<file path="config.mk">
export PLATFORM = sky130hd
export DESIGN_NAME = ring_detect
export DESIGN_NICKNAME = d
export VERILOG_FILES = /design/src/logic/ring_pkg.sv /design/src/logic/ring_detect.sv
export SDC_FILE = /design/constraint.sdc
export NUM_CORES = 1
export LEC_CHECK = 0
export ABC_CLOCK_PERIOD_IN_PS = 2600
export BUFFER_PORTS_ARGS = -buffer_cell sky130_fd_sc_hd__clkbuf_2
export CAP_MARGIN = 20
export CORE_ASPECT_RATIO = 0.5
export CORE_MARGIN = 2
export CORE_UTILIZATION = 61
export CTS_CLUSTER_DIAMETER = 50
export DETAILED_ROUTE_END_ITERATION = 16
export GPL_ROUTABILITY_DRIVEN = 0
export PLACE_DENSITY = 0.82
export SLEW_MARGIN = 10
export SYNTH_ARGS = -nofsm -noshare
export SYNTH_HDL_FRONTEND = slang
export SYNTH_SLANG_ARGS = --single-unit
</file>
<file path="constraint.sdc">
create_clock -name clk_sys -period 2.6 [get_ports clk_sys]
set_input_delay 0.52 -clock clk_sys [delete_from_list [all_inputs] [get_ports clk_sys]]
set_output_delay 0.52 -clock clk_sys [all_outputs]
set_load 0.005 [all_outputs]
</file>
<file path="src/logic/ring_pkg.sv">
// Constants for the ring detector and ring validator
package ring_pkg;

  // ------------------------------------------------------------
  // Register indices (address port carries the index directly)
  // ------------------------------------------------------------
  localparam logic [7:0] REG_CTRL2  = 8'h02;
  localparam logic [7:0] REG_MASK   = 8'h03;
  localparam logic [7:0] REG_FLAG   = 8'h04;
  localparam logic [7:0] REG_STAT   = 8'h05;
  localparam logic [7:0] REG_PINCFG = 8'h0e;
  localparam logic [7:0] REG_THR_LO = 8'h10;
  localparam logic [7:0] REG_THR_HI = 8'h11;
  localparam logic [7:0] REG_MODE   = 8'h12;
  localparam logic [7:0] REG_HFLIM  = 8'h16;
  localparam logic [7:0] REG_DUR    = 8'h17;
  localparam logic [7:0] REG_LFLIM  = 8'h18;
  localparam logic [7:0] REG_DELAY  = 8'h1a;
  localparam logic [7:0] REG_INTCFG = 8'h1b;

  // ------------------------------------------------------------
  // Field positions
  // ------------------------------------------------------------
  localparam int BOTH_EDGES_BIT = 2;
  localparam int RING_IRQ_BIT   = 7;
  localparam int STAT_RDT_BIT   = 2;
  localparam int STAT_POS_BIT   = 5;
  localparam int STAT_NEG_BIT   = 6;
  localparam int POLARITY_BIT   = 1;
  localparam int THR_LO_BIT     = 0;
  localparam int THR_HI_BIT     = 4;
  localparam int FULL_WAVE_BIT  = 1;
  localparam int VAL_EN_BIT     = 7;
  localparam int INT_POL_BIT    = 0;

  localparam logic [7:0] REG_RESET = 8'h00;

  // ------------------------------------------------------------
  // Ring data sample values
  // ------------------------------------------------------------
  localparam logic [15:0] SAMPLE_POS  = 16'h7fff;
  localparam logic [15:0] SAMPLE_NEG  = 16'h8000;
  localparam logic [15:0] SAMPLE_IDLE = 16'h04cc;

  // ------------------------------------------------------------
  // Timing: one validator tick is 2 ms at 10 ns per clock
  // ------------------------------------------------------------
  localparam int CLK_NS       = 10;
  localparam int TICK_NS      = 2_000_000;
  localparam int TICK_CYC     = TICK_NS / CLK_NS;
  localparam int ONESHOT_MS   = 5000;
  // Scaled to microseconds first so the product stays inside 32 bits
  localparam int ONESHOT_TCK  = ONESHOT_MS * 1000 / (TICK_NS / 1000);
  localparam int DUR_SHIFT    = 6;
  localparam int RTO_SHIFT    = 6;
  localparam int DLY_SHIFT    = 7;

endpackage

</file>
<file path="src/logic/ring_detect.sv">
// Ring detector, ring validator, status registers and ring samples
//
// Overview of operation
// - Mode bit 0 detects positive rings only; 1 detects both polarities.
// - Indicator pin is open drain, active low unless polarity bit set.
// - Half-wave asserts pin on positive ring; full-wave on either polarity.
// - Positive flag above positive threshold, negative flag below negative.
// - Detect status set by positive ring, or either polarity in full-wave.
// - Detect status is retriggerable one-shot, clearing after about 5 s.
// - An off-hook event clears the detect status.
// - Masked ring event drives interrupt pin; host clears by writing flag.
// - Interrupt on rising status edge, or both edges when selected.
// - Ring samples replace transmit data only when powered, on-hook, idle.
// - Half-wave samples: -32768 idle or negative, +32767 when positive.
// - Full-wave samples: +1228 idle, +32767 positive, -32768 negative.
// - Validator times alternating crossings against low and high limits.
// - After duration check passes, watch for ring end timeout only.
// - Delay timer from first validation must expire before ring timeout.
// - Validation enable bit switches validation on or off.
// - With validation, status shows envelope; interrupt only valid rings.
// - Interrupt pin follows interrupt flag with selectable polarity.
// - With validation, pin follows envelope, or one-shot in full-wave.
// - Two select bits choose one of four comparator thresholds.
//
// Our own choices: the address map and the strobed register port.
`timescale 1ns/1ps
`default_nettype none

module ring_detect #(
  parameter int TICK_CYC = ring_pkg::TICK_CYC
) (
  input  wire logic        clk_sys,         // System clock, 100 MHz
  input  wire logic        nrst,            // Async reset, active low
  input  wire logic [7:0]  addr,            // Register index
  input  wire logic [7:0]  wdata,           // Write data
  input  wire logic        wr,              // Write strobe
  input  wire logic        rd,              // Read strobe
  output logic      [7:0]  rdata,           // Read data, cycle after rd
  input  wire logic        cmp_pos,         // Sense above positive threshold
  input  wire logic        cmp_neg,         // Sense below negative threshold
  output logic      [1:0]  thr_sel,         // Threshold level to comparators
  input  wire logic        off_hook,        // Line is off-hook
  input  wire logic        onhook_monitor,  // On-hook line monitor mode
  input  wire logic        isolation_link_powerdown, // Link powered down
  input  wire logic [15:0] tx_sample,       // Transmit path sample
  input  wire logic        tx_valid,        // Transmit sample strobe
  output logic      [15:0] serial_transmit_samples, // Outgoing sample
  output logic             sample_valid,    // Outgoing sample strobe
  output logic             ring_indicator_pin_o,  // Pin drive level (0)
  output logic             ring_indicator_pin_oe, // Pin pull-down enable
  output logic             interrupt_pin    // Interrupt output
);

  typedef enum logic [1:0] {
    V_IDLE = 2'b00,
    V_FREQ = 2'b01,
    V_TAIL = 2'b10
  } vstate_e;

  typedef enum logic [1:0] {
    P_NONE = 2'b00,
    P_POS  = 2'b01,
    P_NEG  = 2'b10
  } pol_e;

  typedef struct packed {
    logic [17:0] tick_cnt;
    logic        tick;
    logic [11:0] os_cnt;
    logic        pos;
    logic        neg;
    logic [7:0]  ctrl2;
    logic [7:0]  mask;
    logic        flag;
    logic [7:0]  pincfg;
    logic [7:0]  thr_lo;
    logic [7:0]  thr_hi;
    logic [7:0]  mode;
    logic [7:0]  hflim;
    logic [7:0]  dur;
    logic [7:0]  lflim;
    logic [7:0]  delay;
    logic [7:0]  intcfg;
    logic        rdt_prev;
    logic        hook_prev;
    vstate_e     st;
    pol_e        last;
    logic [6:0]  hp;
    logic [9:0]  dur_cnt;
    logic [10:0] rto_cnt;
    logic [9:0]  dly_cnt;
    logic        dly_on;
    logic        env;
    logic [7:0]  rdata;
    logic        ri_oe;
    logic        int_pin;
    logic [1:0]  thr_sel;
    logic [15:0] sample;
    logic        sample_vld;
  } state_s;

  state_s q;
  state_s d;

  logic        full_wave;
  logic        val_en;
  logic        det;
  logic        oneshot;
  logic        rdt_eff;
  logic        enter;
  logic        alt;
  logic        ri_active;
  logic [9:0]  dur_lim;
  logic [10:0] rto_lim;
  logic [9:0]  dly_lim;

  // ------------------------------------------------------------
  // Next-state logic
  // ------------------------------------------------------------
  always_comb begin
    d = q;
    full_wave = q.mode[ring_pkg::FULL_WAVE_BIT];
    val_en    = q.lflim[ring_pkg::VAL_EN_BIT];
    dur_lim = 10'((11'(q.dur[2:0]) + 11'd1) << ring_pkg::DUR_SHIFT);
    rto_lim = 11'((12'(q.dur[6:3]) + 12'd1) << ring_pkg::RTO_SHIFT);
    dly_lim = 10'(10'(q.delay[2:0]) << ring_pkg::DLY_SHIFT);

    // Fixed time base, independent of operating mode
    d.tick = 1'b0;
    if (q.tick_cnt == 18'(TICK_CYC - 1)) begin
      d.tick_cnt = 18'h00000;
      d.tick = 1'b1;
    end else begin
      d.tick_cnt = q.tick_cnt + 18'h00001;
    end

    // Comparator flags; both at once is treated as neither
    d.pos = cmp_pos & ~cmp_neg;
    d.neg = cmp_neg & ~cmp_pos;
    d.thr_sel = {q.thr_hi[ring_pkg::THR_HI_BIT],
                 q.thr_lo[ring_pkg::THR_LO_BIT]};

    det = q.pos | (full_wave & q.neg);

    // Retriggerable one-shot
    d.hook_prev = off_hook;
    if (det) begin
      d.os_cnt = 12'(ring_pkg::ONESHOT_TCK);
    end else if (q.tick && q.os_cnt != 12'h000) begin
      d.os_cnt = q.os_cnt - 12'h001;
    end
    if (off_hook && !q.hook_prev) begin
      d.os_cnt = 12'h000;
    end
    oneshot = (q.os_cnt != 12'h000);

    // Validator: alternating threshold crossings
    enter = (d.pos & ~q.pos) | (d.neg & ~q.neg);
    alt = (d.pos & ~q.pos & (q.last == P_NEG)) |
          (d.neg & ~q.neg & (q.last == P_POS));
    if (enter) begin
      d.last = d.pos ? P_POS : P_NEG;
    end

    if (q.dly_on && q.tick) begin
      d.dly_cnt = q.dly_cnt + 10'h001;
    end
    if (q.dly_on && q.dly_cnt >= dly_lim) begin
      d.env = 1'b1;
      d.dly_on = 1'b0;
    end

    unique case (q.st)
      V_IDLE: begin
        d.hp = 7'h00;
        d.dur_cnt = 10'h000;
        if (enter) begin
          d.st = V_FREQ;
        end
      end
      V_FREQ: begin
        if (q.tick && q.hp != 7'h7f) begin
          d.hp = q.hp + 7'h01;
        end
        if (q.tick && q.dur_cnt != 10'h3ff) begin
          d.dur_cnt = q.dur_cnt + 10'h001;
        end
        if (q.hp > {1'b0, q.lflim[5:0]}) begin
          // Half period too long: frequency below the low limit
          d.st = V_IDLE;
          d.last = P_NONE;
          d.dly_on = 1'b0;
        end else if (alt) begin
          d.hp = 7'h00;
          if (q.hp < {1'b0, q.hflim[5:0]}) begin
            d.st = V_IDLE;
            d.last = P_NONE;
            d.dly_on = 1'b0;
          end else if (!q.dly_on && !q.env) begin
            d.dly_on = 1'b1;
            d.dly_cnt = 10'h000;
          end
        end
        if (q.dur_cnt >= dur_lim && (q.dly_on || q.env)) begin
          d.st = V_TAIL;
          d.rto_cnt = 11'h000;
        end
      end
      V_TAIL: begin
        if (enter) begin
          d.rto_cnt = 11'h000;
        end else if (q.tick) begin
          d.rto_cnt = q.rto_cnt + 11'h001;
        end
        if (q.rto_cnt >= rto_lim) begin
          // Ring end; an unexpired delay means no valid ring
          d.st = V_IDLE;
          d.env = 1'b0;
          d.dly_on = 1'b0;
          d.last = P_NONE;
        end
      end
      default: begin
        d.st = V_IDLE;
      end
    endcase

    if (!val_en || (off_hook && !q.hook_prev)) begin
      d.st = V_IDLE;
      d.env = 1'b0;
      d.dly_on = 1'b0;
      d.last = P_NONE;
    end

    // Status seen by software and by the interrupt edge logic
    rdt_eff = val_en ? q.env : oneshot;
    d.rdt_prev = rdt_eff;

    // Indicator pin: open drain only ever pulls low
    if (val_en) begin
      ri_active = full_wave ? oneshot : q.env;
    end else begin
      ri_active = det;
    end
    d.ri_oe = q.pincfg[ring_pkg::POLARITY_BIT] ? ~ri_active
                                               : ri_active;

    // Register writes
    if (wr) begin
      unique case (addr)
        ring_pkg::REG_CTRL2:  d.ctrl2  = wdata;
        ring_pkg::REG_MASK:   d.mask   = wdata;
        ring_pkg::REG_PINCFG: d.pincfg = wdata;
        ring_pkg::REG_THR_LO: d.thr_lo = wdata;
        ring_pkg::REG_THR_HI: d.thr_hi = wdata;
        ring_pkg::REG_MODE:   d.mode   = wdata;
        ring_pkg::REG_HFLIM:  d.hflim  = wdata;
        ring_pkg::REG_DUR:    d.dur    = wdata;
        ring_pkg::REG_LFLIM:  d.lflim  = wdata;
        ring_pkg::REG_DELAY:  d.delay  = wdata;
        ring_pkg::REG_INTCFG: d.intcfg = wdata;
        ring_pkg::REG_FLAG: begin
          if (!wdata[ring_pkg::RING_IRQ_BIT]) begin
            d.flag = 1'b0;
          end
        end
        default: begin
        end
      endcase
    end

    // Event sets the flag; a same-cycle clear loses
    if ((rdt_eff && !q.rdt_prev) ||
        (!rdt_eff && q.rdt_prev &&
         q.ctrl2[ring_pkg::BOTH_EDGES_BIT])) begin
      d.flag = 1'b1;
    end
    d.int_pin = (q.flag & q.mask[ring_pkg::RING_IRQ_BIT]) ^
                q.intcfg[ring_pkg::INT_POL_BIT];

    // Register reads
    d.rdata = 8'h00;
    if (rd) begin
      unique case (addr)
        ring_pkg::REG_CTRL2:  d.rdata = q.ctrl2;
        ring_pkg::REG_MASK:   d.rdata = q.mask;
        ring_pkg::REG_FLAG:
          d.rdata = 8'(q.flag) << ring_pkg::RING_IRQ_BIT;
        ring_pkg::REG_STAT: begin
          d.rdata[ring_pkg::STAT_RDT_BIT] = rdt_eff;
          d.rdata[ring_pkg::STAT_POS_BIT] = q.pos;
          d.rdata[ring_pkg::STAT_NEG_BIT] = q.neg;
        end
        ring_pkg::REG_PINCFG: d.rdata = q.pincfg;
        ring_pkg::REG_THR_LO: d.rdata = q.thr_lo;
        ring_pkg::REG_THR_HI: d.rdata = q.thr_hi;
        ring_pkg::REG_MODE:   d.rdata = q.mode;
        ring_pkg::REG_HFLIM:  d.rdata = q.hflim;
        ring_pkg::REG_DUR:    d.rdata = q.dur;
        ring_pkg::REG_LFLIM:  d.rdata = q.lflim;
        ring_pkg::REG_DELAY:  d.rdata = q.delay;
        ring_pkg::REG_INTCFG: d.rdata = q.intcfg;
        default:              d.rdata = 8'h00;
      endcase
    end

    // Sample stream: ring data takes the place of transmit data
    d.sample_vld = tx_valid;
    if (!isolation_link_powerdown && !off_hook && !onhook_monitor) begin
      if (q.pos) begin
        d.sample = ring_pkg::SAMPLE_POS;
      end else if (full_wave && q.neg) begin
        d.sample = ring_pkg::SAMPLE_NEG;
      end else if (full_wave) begin
        d.sample = ring_pkg::SAMPLE_IDLE;
      end else begin
        d.sample = ring_pkg::SAMPLE_NEG;
      end
    end else begin
      d.sample = tx_sample;
    end
  end

  // ------------------------------------------------------------
  // State register
  // ------------------------------------------------------------
  always_ff @(posedge clk_sys or negedge nrst) begin
    if (!nrst) begin
      q <= '0;
    end else begin
      q <= d;
    end
  end

  // ------------------------------------------------------------
  // Outputs
  // ------------------------------------------------------------
  assign rdata                   = q.rdata;
  assign thr_sel                 = q.thr_sel;
  assign serial_transmit_samples = q.sample;
  assign sample_valid            = q.sample_vld;
  assign ring_indicator_pin_o    = q.tick & 1'b0;
  assign ring_indicator_pin_oe   = q.ri_oe;
  assign interrupt_pin           = q.int_pin;

endmodule

`default_nettype wire

</file>
==> flow_summary.yaml <==
floorplanning:
  fp.dieArea_um2: 18000
  dieHeight_um: 95.8
  io_pins: 72
  start_util_pct: 62.6
  coreArea_um2: 16400
  rows: 33
  dieWidth_um: 188
global_route:
  globalRoute.busiestLayer: "met2"
  first_global_vias: 7662
  grt_pass1_wl_um: 39600
  grt_max_degree: 55
  met3_usage_pct: 6.53
  grtUsageTotal_pct: 28.5
  use_met1_pct: 37.4
  gr-total-overflow: 0
  gr-usage-met2_pct: 46.9
  antenna_found_initial: 0
min_path:
  hold_class: "in2async"
logic_synthesis:
  synth_area_leader_cell: "dfrtp_1"
  synth-edff-count: 0
  syn_inst: 966
  synthArstFlopShare_pct: 100
  synth_cell_types: 73
  synth-seq-area-share_pct: 47.9
  yosysWarnings: 0
  yosys_register_bits: 197
  netlist_area_um2: 10300
  yosys-top-cells-area: "dfrtp_1 (48%), mux2_2 (10%), ha_1 (4.6%)"
  synthFlopType: "dfrtp_1"
  synth.avg_cell_area_um2: 10.6
  syn_nets: 1046
  synth_top_area_share_pct: 47.9
cts:
  cts_htree_levels: 4
  postCtsHoldBufs: 0
  cts_resized: 0
  cts_buffer_depth: 2
  cts_setup_buffers: 0
  clkSlewWorstSetupHoldPaths_ns: 0.08
  clk_latency_ns: 0.45
  cts_sinks: 197
  cts-buffers-inserted: 17
  root_buffer: "clkbuf_16"
  cts_tree: "yes"
placement:
  port_buffers: 70
  post-place-ws_ns: 0.0926
  hpwl_um: 17500
timing:
  finalMaxSlewViolations: 0
  period_needed_ns: 2.43
  max_freq_mhz: 411
  hold_viol: 0
  setup_tns_ns: 0
  rsz0062_at_grt: "no"
  worstMarginPinSlew_ns: 0.657
  finalSetupViolCount: 0
  hold_ws_ns: 0.0138
  skew_ns: 0.0122
  setup_slack_ns: 0.167
  slew_headroom_pct: 54.9
  fin_crit_sh_pct: 93.6
critical_path:
  critPathLaunchType: "flip-flop"
  r2r_start: "q[66]"
  reg2reg_slack_ns: 0.17
  critPathKind: "reg2reg"
  crit_fanout: 5
  r2r_cells: 7
  critPathLaunch: "q[66]"
  crit_arrival_ns: 2.80
  critical_path.endpoint: "q[70]"
  cp-end-kind: "flip-flop"
  rr_endpoint: "q[70]"
  required_ns: 2.97
route:
  first_pass_iters: 6
  num_vias: 7892
  drtAntennaViolNets: 0
  wl_um: 24700
  viasPerCell: 6.24
  drt-initial-drc-count: 828
  routedWlPerCell_um: 19.5
  drc: 0
cells_and_area:
  n_antenna_cell: 0
  drive_gt1_share_pct: 24.9
  layout_commonest_cell: "dfrtp_1"
  final_cell_mix: "dfrtp_1 (197), mux2_2 (92), clkbuf_2 (69)"
  nNetsFinal: 1104
  fillers: 1185
  area_delta_synth_final_pct: 11.6
  final_core_util_pct: 69.9
status:
  outcome: "finished clean"
power:
  power.density_nw_per_um2: 564
  max-vdd-ir-drop_uv: 516
  p_leak_uw: 0.00544
flow_run:
  max_cap_viol_count: 0
[layout make-up]
cell class,instances,area [um^2],area share (%)
inverters,40,150,1.31
multi-input cells,662,4850,42.2
flip-flops and latches,197,4930,42.9
clock buffers,18,439,3.82
well taps,227,284,2.47
clock inverters,14,176,1.54
repair buffers,106,654,5.70
[per-layer routing]
layer  vias up  share of wire [%]
met3        68                7.4
met1      3915                 42
met2       355                 48
met5         -                  0
met4         0                2.5
li1       3554                  -
[stage by stage]
stage                     total power (uW)  instance area [um^2]  std cells
after global placement                3780                 10800       1232
after floorplan                       3570                 10300        966
after global routing                  6700                 11500       1264
after detailed placement              3800                 10800       1232
final                                 6480                 11500       1264
after CTS                             6500                 11500       1264
[cell families after synthesis]
group           Yosys count  synth area share, %
compound gates          165                 10.8
xor+xnor                 46                 3.92
fa+ha+maj                38                 4.62
buf+inv                 107                 5.13
flops                   197                 47.9
mux                     103                 11.1
other cells               1               0.0365
simple gates            309                 16.5
[critical path: stages, from the launching register on]
cell	delay (ns)
dfrtp_1	0.46
ha_1	0.36
a21o_1	0.19
a2111oi_0	0.44
a21oi_1	0.18
or2_2	0.34
a21oi_1	0.18
nor3b_1	0.20
[how the worst min path moves through the flow]
stage / cells past startpoint / end
final: 1 / sample_valid
after global routing: 1 / sample_valid
after CTS: 1 / q[81]
after detailed placement: 0 / thr_sel[1]
after global placement: 0 / thr_sel[1]
after floorplan: 0 / d[17]
[report_power, final]
group | total [uW] | switching, uW | internal [uW]
registers | 3240 | 76.4 | 3160
clock network | 2730 | 1320 | 1410
logic | 507 | 300 | 207
total | 6480 | 1700 | 4780
[Yosys cell counts, types with 18 or more instances]
cell type	number
a21o_1	19
nor2_1	63
nand4_1	18
clkbuf_1	23
buf_4	27
xor2_1	18
ha_1	38
nor2b_1	18
dfrtp_1	197
inv_1	40
a21oi_1	34
nand3_1	27
nor3_1	21
o21ai_0	34
xnor2_1	28
nand2_1	65
mux2_2	92
[sequential cells by signal, indices dropped and copies added, names as in the netlist]
register and count:
full_wave 1, sample_valid 1, ring_indicator_pin_oe 1, d 2, thr_sel 2, q 162
serial_transmit_samples 16, interrupt_pin 1, rdata 8, dly_lim 3
No activity file was read; power rests on OpenSTA's default activity.
